File: config.mk
export PLATFORM = sky130hd
export DESIGN_NAME = hrs_stack
export DESIGN_NICKNAME = d
export VERILOG_FILES = /design/src/pkg/hrs_pkg.sv /design/src/hw/hrs_entry_mem.sv /design/src/hw/hrs_stack.sv
export VERILOG_INCLUDE_DIRS = /design/src /design/src/pkg
export SDC_FILE = /design/constraint.sdc
export NUM_CORES = 1
export LEC_CHECK = 0
export BUFFER_PORTS_ARGS = -buffer_cell sky130_fd_sc_hd__buf_2
export CORE_ASPECT_RATIO = 1.5
export CORE_MARGIN = 5
export CORE_UTILIZATION = 66
export CTS_CLUSTER_SIZE = 10
export DETAILED_ROUTE_END_ITERATION = 8
export PLACE_DENSITY_LB_ADDON = 0.3
export SLEW_MARGIN = 10
export SYNTH_ARGS = -nofsm -noshare
export SYNTH_HDL_FRONTEND = slang
export SYNTH_SLANG_ARGS = --single-unit
File: constraint.sdc
create_clock -name clock -period 5.65 [get_ports clock]
set_input_delay 0.8475 -clock clock [delete_from_list [all_inputs] [get_ports clock]]
set_output_delay 0.8475 -clock clock [all_outputs]
set_load 0.02 [all_outputs]
File: src/pkg/hrs_consts.svh
// constants of the hardware return stack: widths, pointer codes, reset values
`ifndef HRS_CONSTS_SVH
`define HRS_CONSTS_SVH

// stack geometry
`define HRS_DEPTH 16
`define HRS_WIDTH 15
`define HRS_INDEX_W 4
`define HRS_PTR_W 5

// software access split of one entry
`define HRS_LOW_W 8
`define HRS_HIGH_W 7
`define HRS_LOW_LSB 0
`define HRS_HIGH_LSB 8

// pointer codes
`define HRS_PTR_EMPTY 5'h1f
`define HRS_PTR_TOP_LEVEL 5'h0f
`define HRS_PTR_RESET 5'h1f
`define HRS_PTR_STEP 5'h01

// reset values of the other state
`define HRS_ENTRY_RESET 15'h0000
`define HRS_FLAG_RESET 1'b0
`define HRS_EMPTY_READ 15'h0000

`endif

File: src/pkg/hrs_pkg.sv
// types shared by the hardware return stack modules
`default_nettype none

package hrs_pkg;

  // operation taken by the stack in one cycle
  typedef enum logic [2:0] {
    HRS_OP_IDLE,
    HRS_OP_PUSH,
    HRS_OP_POP,
    HRS_OP_PTR_WR,
    HRS_OP_TOS_WR
  } hrs_op_t;

endpackage

`default_nettype wire

File: src/hw/hrs_entry_mem.sv
// flip-flop storage of the stack entries with one masked write port and one read port
`timescale 1ns/100ps
`default_nettype none
`include "hrs_consts.svh"

module hrs_entry_mem
  import hrs_pkg::*;
#(
  parameter int DEPTH = 16,
  parameter int WIDTH = 15,
  parameter int AW = 4
)
(
  input wire logic clock,
  input wire logic rstn,
  input wire logic we,
  input wire logic [AW-1:0] waddr,
  input wire logic [WIDTH-1:0] wdata,
  input wire logic [WIDTH-1:0] wmask,
  input wire logic [AW-1:0] raddr,
  output logic [WIDTH-1:0] rdata
);

  logic [WIDTH-1:0] store [DEPTH];

  // one register per entry, written only where the mask is set
  for (genvar i = 0; i < DEPTH; i++)
  begin : g_entry
    logic [WIDTH-1:0] entry;
    logic [WIDTH-1:0] next_entry;

    always_comb
    begin
      next_entry = entry;
      if (we && (waddr == AW'(i)))
      begin
        next_entry = (entry & ~wmask) | (wdata & wmask);
      end
      if (!rstn)
      begin
        next_entry = `HRS_ENTRY_RESET;
      end
    end

    always_ff @(posedge clock)
    begin
      entry <= next_entry;
    end

    assign store[i] = entry;
  end

  // read of the addressed entry
  assign rdata = store[raddr];

endmodule

`default_nettype wire

File: src/hw/hrs_stack.sv
// hardware return stack: pointer, push and pop control, error flags and software access
//
// Function
// - The stack holds sixteen entries of fifteen bits in its own storage, apart from program and data memory.
// - A call, an indirect call or interrupt vectoring pushes the program counter.
// - A return, a return with literal or a return from interrupt pops the stack.
// - Pushes and pops never touch the program counter latch high register.
// - With the error reset disabled the stack wraps circularly, the seventeenth push overwriting the first entry.
// - Overflow and underflow set their flags whether or not the error reset is enabled.
// - With the error reset enabled, a push past level sixteen or a pop of the empty stack resets the device and sets its flag.
// - The top entry can be read and written as a low and a high register.
// - The pointer is five bits wide, its top bit serving to detect overflow and underflow.
// - Pushes increment and pops decrement the pointer, which names the last used entry and can always be read.
// - A push increments the pointer before writing, a pop reads the entry before decrementing.
// - After reset the stack is empty with the pointer at 0x1f.
// - With the error reset disabled, an empty stack reads its top entry from location 0x0f.
`timescale 1ns/100ps
`default_nettype none
`include "hrs_consts.svh"

module hrs_stack
  import hrs_pkg::*;
#(
  parameter int DEPTH = `HRS_DEPTH,
  parameter int WIDTH = `HRS_WIDTH
)
(
  input wire logic clock,
  input wire logic rstn,
  input wire logic stack_error_reset_enable,
  input wire logic push_req,
  input wire logic [WIDTH-1:0] push_pc,
  input wire logic pop_req,
  output logic [WIDTH-1:0] pop_pc,
  output logic pop_valid,
  input wire logic [`HRS_LOW_W-1:0] sw_wr_data,
  input wire logic ptr_wr_en,
  input wire logic tos_low_wr_en,
  input wire logic tos_high_wr_en,
  input wire logic flag_clear_overflow,
  input wire logic flag_clear_underflow,
  output logic [`HRS_PTR_W-1:0] stack_pointer_reg,
  output logic [`HRS_LOW_W-1:0] top_entry_low,
  output logic [`HRS_HIGH_W-1:0] top_entry_high,
  output logic stack_overflow_flag,
  output logic stack_underflow_flag,
  output logic stack_error_reset
);

  hrs_op_t op;
  logic [`HRS_PTR_W-1:0] ptr;
  logic [`HRS_PTR_W-1:0] next_ptr;
  logic ovf;
  logic next_ovf;
  logic unf;
  logic next_unf;
  logic err;
  logic next_err;
  logic [WIDTH-1:0] ret_pc;
  logic [WIDTH-1:0] next_ret_pc;
  logic ret_valid;
  logic next_ret_valid;
  logic set_ovf;
  logic set_unf;
  logic mem_we;
  logic [`HRS_INDEX_W-1:0] mem_waddr;
  logic [WIDTH-1:0] mem_wdata;
  logic [WIDTH-1:0] mem_wmask;
  logic [WIDTH-1:0] mem_rdata;
  logic [WIDTH-1:0] top;
  logic is_empty;

  hrs_entry_mem #(
    .DEPTH(DEPTH),
    .WIDTH(WIDTH),
    .AW(`HRS_INDEX_W)
  ) u_mem (
    .clock(clock),
    .rstn(rstn),
    .we(mem_we),
    .waddr(mem_waddr),
    .wdata(mem_wdata),
    .wmask(mem_wmask),
    .raddr(ptr[`HRS_INDEX_W-1:0]),
    .rdata(mem_rdata)
  );

  // one operation per cycle, core traffic before software
  always_comb
  begin
    if (push_req)
    begin
      op = HRS_OP_PUSH;
    end
    else if (pop_req)
    begin
      op = HRS_OP_POP;
    end
    else if (ptr_wr_en)
    begin
      op = HRS_OP_PTR_WR;
    end
    else if (tos_low_wr_en || tos_high_wr_en)
    begin
      op = HRS_OP_TOS_WR;
    end
    else
    begin
      op = HRS_OP_IDLE;
    end
  end

  // top entry view of the current pointer
  assign is_empty = (ptr == `HRS_PTR_EMPTY);
  assign top = (is_empty && stack_error_reset_enable) ? `HRS_EMPTY_READ : mem_rdata;

  // next pointer, storage write and return value
  always_comb
  begin
    next_ptr = ptr;
    next_err = 1'b0;
    next_ret_pc = ret_pc;
    next_ret_valid = 1'b0;
    set_ovf = 1'b0;
    set_unf = 1'b0;
    mem_we = 1'b0;
    mem_waddr = ptr[`HRS_INDEX_W-1:0];
    mem_wdata = push_pc;
    mem_wmask = '1;
    // the pointer, entries, return value, flag sets and error reset follow the operation
    case (op)
      HRS_OP_PUSH:
      begin
        next_ptr = ptr + `HRS_PTR_STEP;
        mem_we = 1'b1;
        mem_waddr = next_ptr[`HRS_INDEX_W-1:0];
        if (ptr == `HRS_PTR_TOP_LEVEL)
        begin
          set_ovf = 1'b1;
          if (stack_error_reset_enable)
          begin
            next_err = 1'b1;
            next_ptr = `HRS_PTR_RESET;
            mem_we = 1'b0;
          end
        end
      end
      HRS_OP_POP:
      begin
        next_ret_pc = top;
        next_ret_valid = 1'b1;
        next_ptr = ptr - `HRS_PTR_STEP;
        if (is_empty)
        begin
          set_unf = 1'b1;
          if (stack_error_reset_enable)
          begin
            next_err = 1'b1;
            next_ptr = `HRS_PTR_RESET;
          end
        end
      end
      HRS_OP_PTR_WR:
      begin
        next_ptr = sw_wr_data[`HRS_PTR_W-1:0];
      end
      HRS_OP_TOS_WR:
      begin
        mem_we = 1'b1;
        mem_wdata = {sw_wr_data[`HRS_HIGH_W-1:0], sw_wr_data};
        mem_wmask = {{`HRS_HIGH_W{tos_high_wr_en}}, {`HRS_LOW_W{tos_low_wr_en}}};
      end
      default:
      begin
        next_ptr = ptr;
      end
    endcase
    next_ovf = set_ovf | (ovf & ~flag_clear_overflow);
    next_unf = set_unf | (unf & ~flag_clear_underflow);
    if (!rstn)
    begin
      next_ptr = `HRS_PTR_RESET;
      next_ovf = `HRS_FLAG_RESET;
      next_unf = `HRS_FLAG_RESET;
      next_err = 1'b0;
      next_ret_pc = `HRS_ENTRY_RESET;
      next_ret_valid = 1'b0;
    end
  end

  // state registers
  always_ff @(posedge clock)
  begin
    ptr <= next_ptr;
    ovf <= next_ovf;
    unf <= next_unf;
    err <= next_err;
    ret_pc <= next_ret_pc;
    ret_valid <= next_ret_valid;
  end

  assign stack_pointer_reg = ptr;
  assign top_entry_low = top[`HRS_LOW_LSB +: `HRS_LOW_W];
  assign top_entry_high = top[`HRS_HIGH_LSB +: `HRS_HIGH_W];
  assign stack_overflow_flag = ovf;
  assign stack_underflow_flag = unf;
  assign stack_error_reset = err;
  assign pop_pc = ret_pc;
  assign pop_valid = ret_valid;
endmodule

`default_nettype wire

# Word-level counts from Yosys, hierarchy flattened
# Index checks and enable logic that the tools add are counted.
dict set report classes {
  n_reduce_logical 20
  bitwise 41
  muxes 28
  n_lt_le_gt_ge 1
  n_eq_ne 21
  n_addsub 2
}
# cell count
set op_table {}
lappend op_table {{15-bit bitwise AND} 17}
lappend op_table {{15-bit OR} 16}
lappend op_table {{15-bit two-way mux} 5}
lappend op_table {{15-bit binary-select mux with 4-bit select} 1}
lappend op_table {{4-bit == test (second input constant)} 8}
lappend op_table {{5-bit two-way mux} 4}
lappend op_table {{1-bit logical AND} 17}
lappend op_table {{4-bit by 3-bit == test with 1-bit output (second input constant)} 4}
lappend op_table {{15-bit NOT} 1}
lappend op_table {{5-bit one-hot mux with 3 select lines} 1}
lappend op_table {{3-bit two-way mux} 4}
lappend op_table {{1-bit two-way mux} 10}
lappend op_table {{4-bit by 2-bit == test with 1-bit output (second input constant)} 2}
lappend op_table {{3-bit by 2-bit == test with 1-bit output (second input constant)} 2}
lappend op_table {{5-bit by 1-bit adder with 5-bit output (second input constant)} 1}
lappend op_table {{5-bit by 4-bit == test with 1-bit output (second input constant)} 1}
lappend op_table {{5-bit == test (second input constant)} 1}
lappend op_table {{5-bit >= comparator (second input constant)} 1}
lappend op_table {{4-bit NOT with 5-bit output} 1}
lappend op_table {{5-bit by 1-bit subtractor with 5-bit output (second input constant)} 1}
lappend op_table {{4-bit by 1-bit == test with 1-bit output (second input constant)} 1}
lappend op_table {{4-bit zero test} 1}
lappend op_table {{4-bit two-way mux} 1}
lappend op_table {{1-bit one-hot mux with 2 select lines} 2}
lappend op_table {{7 further kinds} 10}
dict set report totals {
  word_cells 135
  reg_bits 264
  in_bits 33
}

# Logic depth before layout (Yosys ltp)
dict set report logic_depth {
  word_depth 10
  ltp_mapped 11
  ltp_nobuf 8
}

# Modules after synthesis
# From an unflattened synthesis, not the netlist that was laid out.
dict set report unflattened {
  hier_cells 1543
  hier_area_um2 13808.2
}
# mod seq_area_each_um2 area_per_inst_um2 cells_each instances
set by_module_without_submodules {}
lappend by_module_without_submodules {hrs_entry_mem 4804.6 12244.2 1332 1}
lappend by_module_without_submodules {hrs_stack 480.5 1564.0 211 1}

# Worst setup path before layout
# OpenSTA, ideal clock, no wires.
dict set report synth_timing {
  path_type {register -> register}
  startpoint {register ptr[0], in the netlist stack_pointer_reg[0]}
  endpoint {register with a tool-made name}
  setup_time_ns 0.072
  stages_incl_launch_ff 12
  t_required_ns 5.578
  arrival_ns 2.955
  path_slack_ns 2.623
  synth_period_minus_slack_ns 3.027
  path_cell_list {dfxtp_1 > buf_2 > buf_2 > buf_2 > buf_2 > inv_1 > ha_1 > and3_1 > o22ai_1 > o21bai_1 > buf_4 > mux2i_1}
}
# item line_no
set synth_rtl {}
lappend synth_rtl {{start, declared} hrs_stack.sv:51} ;# logic [`HRS_PTR_W-1:0] ptr;
lappend synth_rtl {{start signal, assigned} hrs_stack.sv:194} ;# ptr <= next_ptr;

# Worst setup path in the final report
dict set report layout_timing {
  startpoint {register ptr[1], in the netlist stack_pointer_reg[1]}
  endpoint {output port top_entry_high[0]}
}
dict set report layout_via {
  elab_chain_len 5
}
# item line_no
set layout_rtl {}
lappend layout_rtl {{4-bit NOT with 5-bit output (not written as such)} hrs_entry_mem.sv:54} ;# assign rdata = store[raddr];
lappend layout_rtl {{15-bit binary-select mux with 4-bit select} hrs_entry_mem.sv:54}
lappend layout_rtl {{15-bit two-way mux (not written as such) (2 in a row)} hrs_entry_mem.sv:54}
lappend layout_rtl {{15-bit two-way mux *} hrs_stack.sv:115} ;# assign top = (is_empty && stack_error_reset_enable) ? `HRS_EMPTY_READ : mem_rdata;
lappend layout_rtl {{end, declared} hrs_stack.sv:44} ;# output logic [`HRS_HIGH_W-1:0] top_entry_high,
# Mark *: on every way between the ends. The rest lies on a longest branch, timed or not. The select of a mux whose other input is x is not followed.

==> flow_summary.yaml <==
status:
  outcome: "finished clean"
cts:
  clock_sink_count: 264
  clock_tree.htree_level_count: 1
  numCtsBuffers: 30
  holdBufCountCts: 0
  cts.root.buffer_cell: "sky130_fd_sc_hd__clkbuf_16"
  clk_transition_reported_paths_ns: 0.06
  cts.repair_timing.setup_buffer_count: 0
  tritoncts: "built"
  clk_path_buf_depth: 3
  ctsResizeCount: 0
  insertion_delay_ns: 0.55
global_routing:
  grt_overflow_total: 0
  antenna_violations_before_repair: 0
  first_global_vias: 9595
  grt_start_max_net_pins: 143
  grt_overall_usage: 0.284
  grt_first_pass_wirelength_mm: 50.5
critical_path:
  worst_setup_path_end_kind: "output pin"
  critPathKind: "flop to output pin"
  critical_path_arrival_ns: 3.43
  timing.critical_path.fanout_max: 17
  cp-start-kind: "flop"
  cp.required_ns: 4.80
synth:
  synth_edf_count: 0
  synth_seq_cells: 264
  async_flop_share: 0
  ys_top_cells_by_area: "sky130_fd_sc_hd__dfxtp_1 (42%), sky130_fd_sc_hd__mux2i_1 (29%), sky130_fd_sc_hd__nand2_1 (8.3%)"
  syn-mean-instance-area_um2: 9.70
  synth.net_count: 1338
  yosysWarningCount: 0
  share_of_yosys_cell_area_claimed_by_the_top_area_cell_type: 0.419
  post_synth_instance_area_um2: 12600
  dominantRegCellSynth: "sky130_fd_sc_hd__dfxtp_1"
  leading_area_contributor_after_synthesis: "sky130_fd_sc_hd__dfxtp_1"
  yosysSeqAreaShare: 0.419
  synthesis.instances: 1301
  synth.distinct_cells: 56
timing:
  final-max-slew-violation-count: 0
  timing.hold.ws_ns: 0.451
  setup_tns_ns: 0
  grt_setup_unrepaired: "false"
  finalCriticalPeriod_ns: 4.28
  report.final.setup_viol: 0
  finClkSkew_ns: 0.0264
  fin_crit_sh: 0.758
  max_slew_margin: 0.192
  report.final.hold_viol_count: 0
  max_clock_freq_mhz: 234
  slew_at_the_pin_closest_to_its_max_slew_limit_ns: 1.20
placement:
  post-place-cells: 1538
  io_buffers: 71
  gp_routability_congestion: 0.888
  dpl_cell_area_um2: 12900
  post-dp-hpwl_mm: 20.4
route:
  firstDrtPassIters: 5
  routed_wirelength_mm: 31.7
  drt.antenna.violating_nets: 0
  wl_per_cell_um: 20.2
  drc_errors: 0
  route.vias.total: 9760
  detailedRoute.firstIterationViolations: 814
  via_per_inst: 6.21
layout:
  fillCellCount: 1455
  layout_common_cells: "sky130_fd_sc_hd__mux2i_1 (360), sky130_fd_sc_hd__nand2_1 (279), sky130_fd_sc_hd__dfxtp_1 (263)"
  postLayoutCellArea_um2: 13700
  final_common_cell: "sky130_fd_sc_hd__mux2i_1"
  utilization: 0.723
  fraction_of_final_layout_cells_sized_beyond_drive_strength_1: 0.130
  finish.net_count: 1351
  final-instance-count-excl-fill: 1571
  layout-area-overhead-vs-synth_pct: 8.89
  num_antenna_cells: 0
power:
  static-leakage-power_nw: 6.10
  power_density_nw_per_um2: 324
  vdd_drop_max_v: 0.000213
floorplan:
  die-width_um: 123
  row_count: 62
  floorplan.initialDensity: 0.664
  core_area_um2: 19000
  die_outline_area_um2: 22000
  boundaryPins: 72
  dieHeight_um: 179
run:
  max_cap_viol_count: 0
hold_path:
  min_path_type: "flop to flop"
[worst max-delay path, stage by stage (launching register included)]
cell	delay, ns
sky130_fd_sc_hd__dfxtp_1	0.78
sky130_fd_sc_hd__ha_1	0.46
sky130_fd_sc_hd__inv_1	0.10
sky130_fd_sc_hd__nor3_1	0.24
sky130_fd_sc_hd__ha_1	0.39
sky130_fd_sc_hd__a21bo_2	0.44
sky130_fd_sc_hd__a21oi_1	0.10
sky130_fd_sc_hd__nand3_1	0.16
sky130_fd_sc_hd__nand2_1	0.06
sky130_fd_sc_hd__buf_2	0.16
[layout make-up]
type                            instances  area, um2  area share
Tap cell                              256        320      0.0233
Inverter                                8       30.0     0.00219
Clock buffer                           31        754      0.0549
Sequential cell                       264       5290       0.385
Multi-Input combinational cell        919       6790       0.494
Clock inverter                          2       25.0     0.00182
Timing Repair Buffer                   91        527      0.0383
[metal layers]
| metal | share of wire | GRT usage | routed length [um] |
|---|---|---|---|
| met5 | 0 | 0 | 0 |
| met4 | 0.028 | 0.0967 | 887 |
| met3 | 0.065 | 0.0389 | 2050 |
| met2 | 0.50 | 0.488 | 15700 |
| met1 | 0.41 | 0.366 | 13100 |
[power breakdown]
group	total [mW]	internal (mW)	switching, mW	leakage, nW
sequential	1.98	1.93	0.0452	2.14
clock	1.64	0.933	0.705	0.382
combinational	0.834	0.285	0.550	3.59
total	4.45	3.15	1.30	6.10
[kinds of logic after synthesis]
family	count (synthesis)	share of synthesized area
DFF	264	0.419
xor gates and xnor gates	4	0.00278
buffers and inverters	118	0.0450
and+or+nand+nor	372	0.140
AOI/OAI and AO/OA	179	0.104
muxes	360	0.286
adders and majority gates	4	0.00397
[synthesized netlist by cell type, drive strengths merged (2+ instances only)]
library cell / instances
a21o: 3
or3b: 4
dfxtp: 264
mux2i: 360
nand3b: 3
a21oi: 29
and2: 2
nor2: 6
a21boi: 21
nand2: 279
o22ai: 7
a211oi: 3
buf: 57
nand2b: 3
and3: 12
nor4b: 2
nor2b: 4
nor3b: 4
inv: 8
a2bb2oi: 4
nor3: 16
ha: 4
o21ai: 35
o21bai: 6
a31oi: 18
a22oi: 45
o221ai: 2
xnor2: 4
clkbuf: 53
nand3: 33
[stage by stage]
step | setup WS (ns) | power, mW
2_1_floorplan | 2.62 | 2.61
3_3_place_gp | 1.83 | 2.83
3_5_place_dp | 1.96 | 2.83
4_1_cts | 1.43 | 4.46
5_1_grt | 1.13 | 4.60
6_report | 1.37 | 4.45
[final timing paths]
path / from / end / slack [ns] / cells past startpoint
max: stack_pointer_reg[1] / top_entry_high[0] / 1.37 / 9
min: flop / flop / 0.45 / 2
max reg2reg: stack_pointer_reg[1] / flop / 1.94 / 8
min reg2reg: flop / flop / 0.45 / 2
Power figures use the tool's default switching activity.
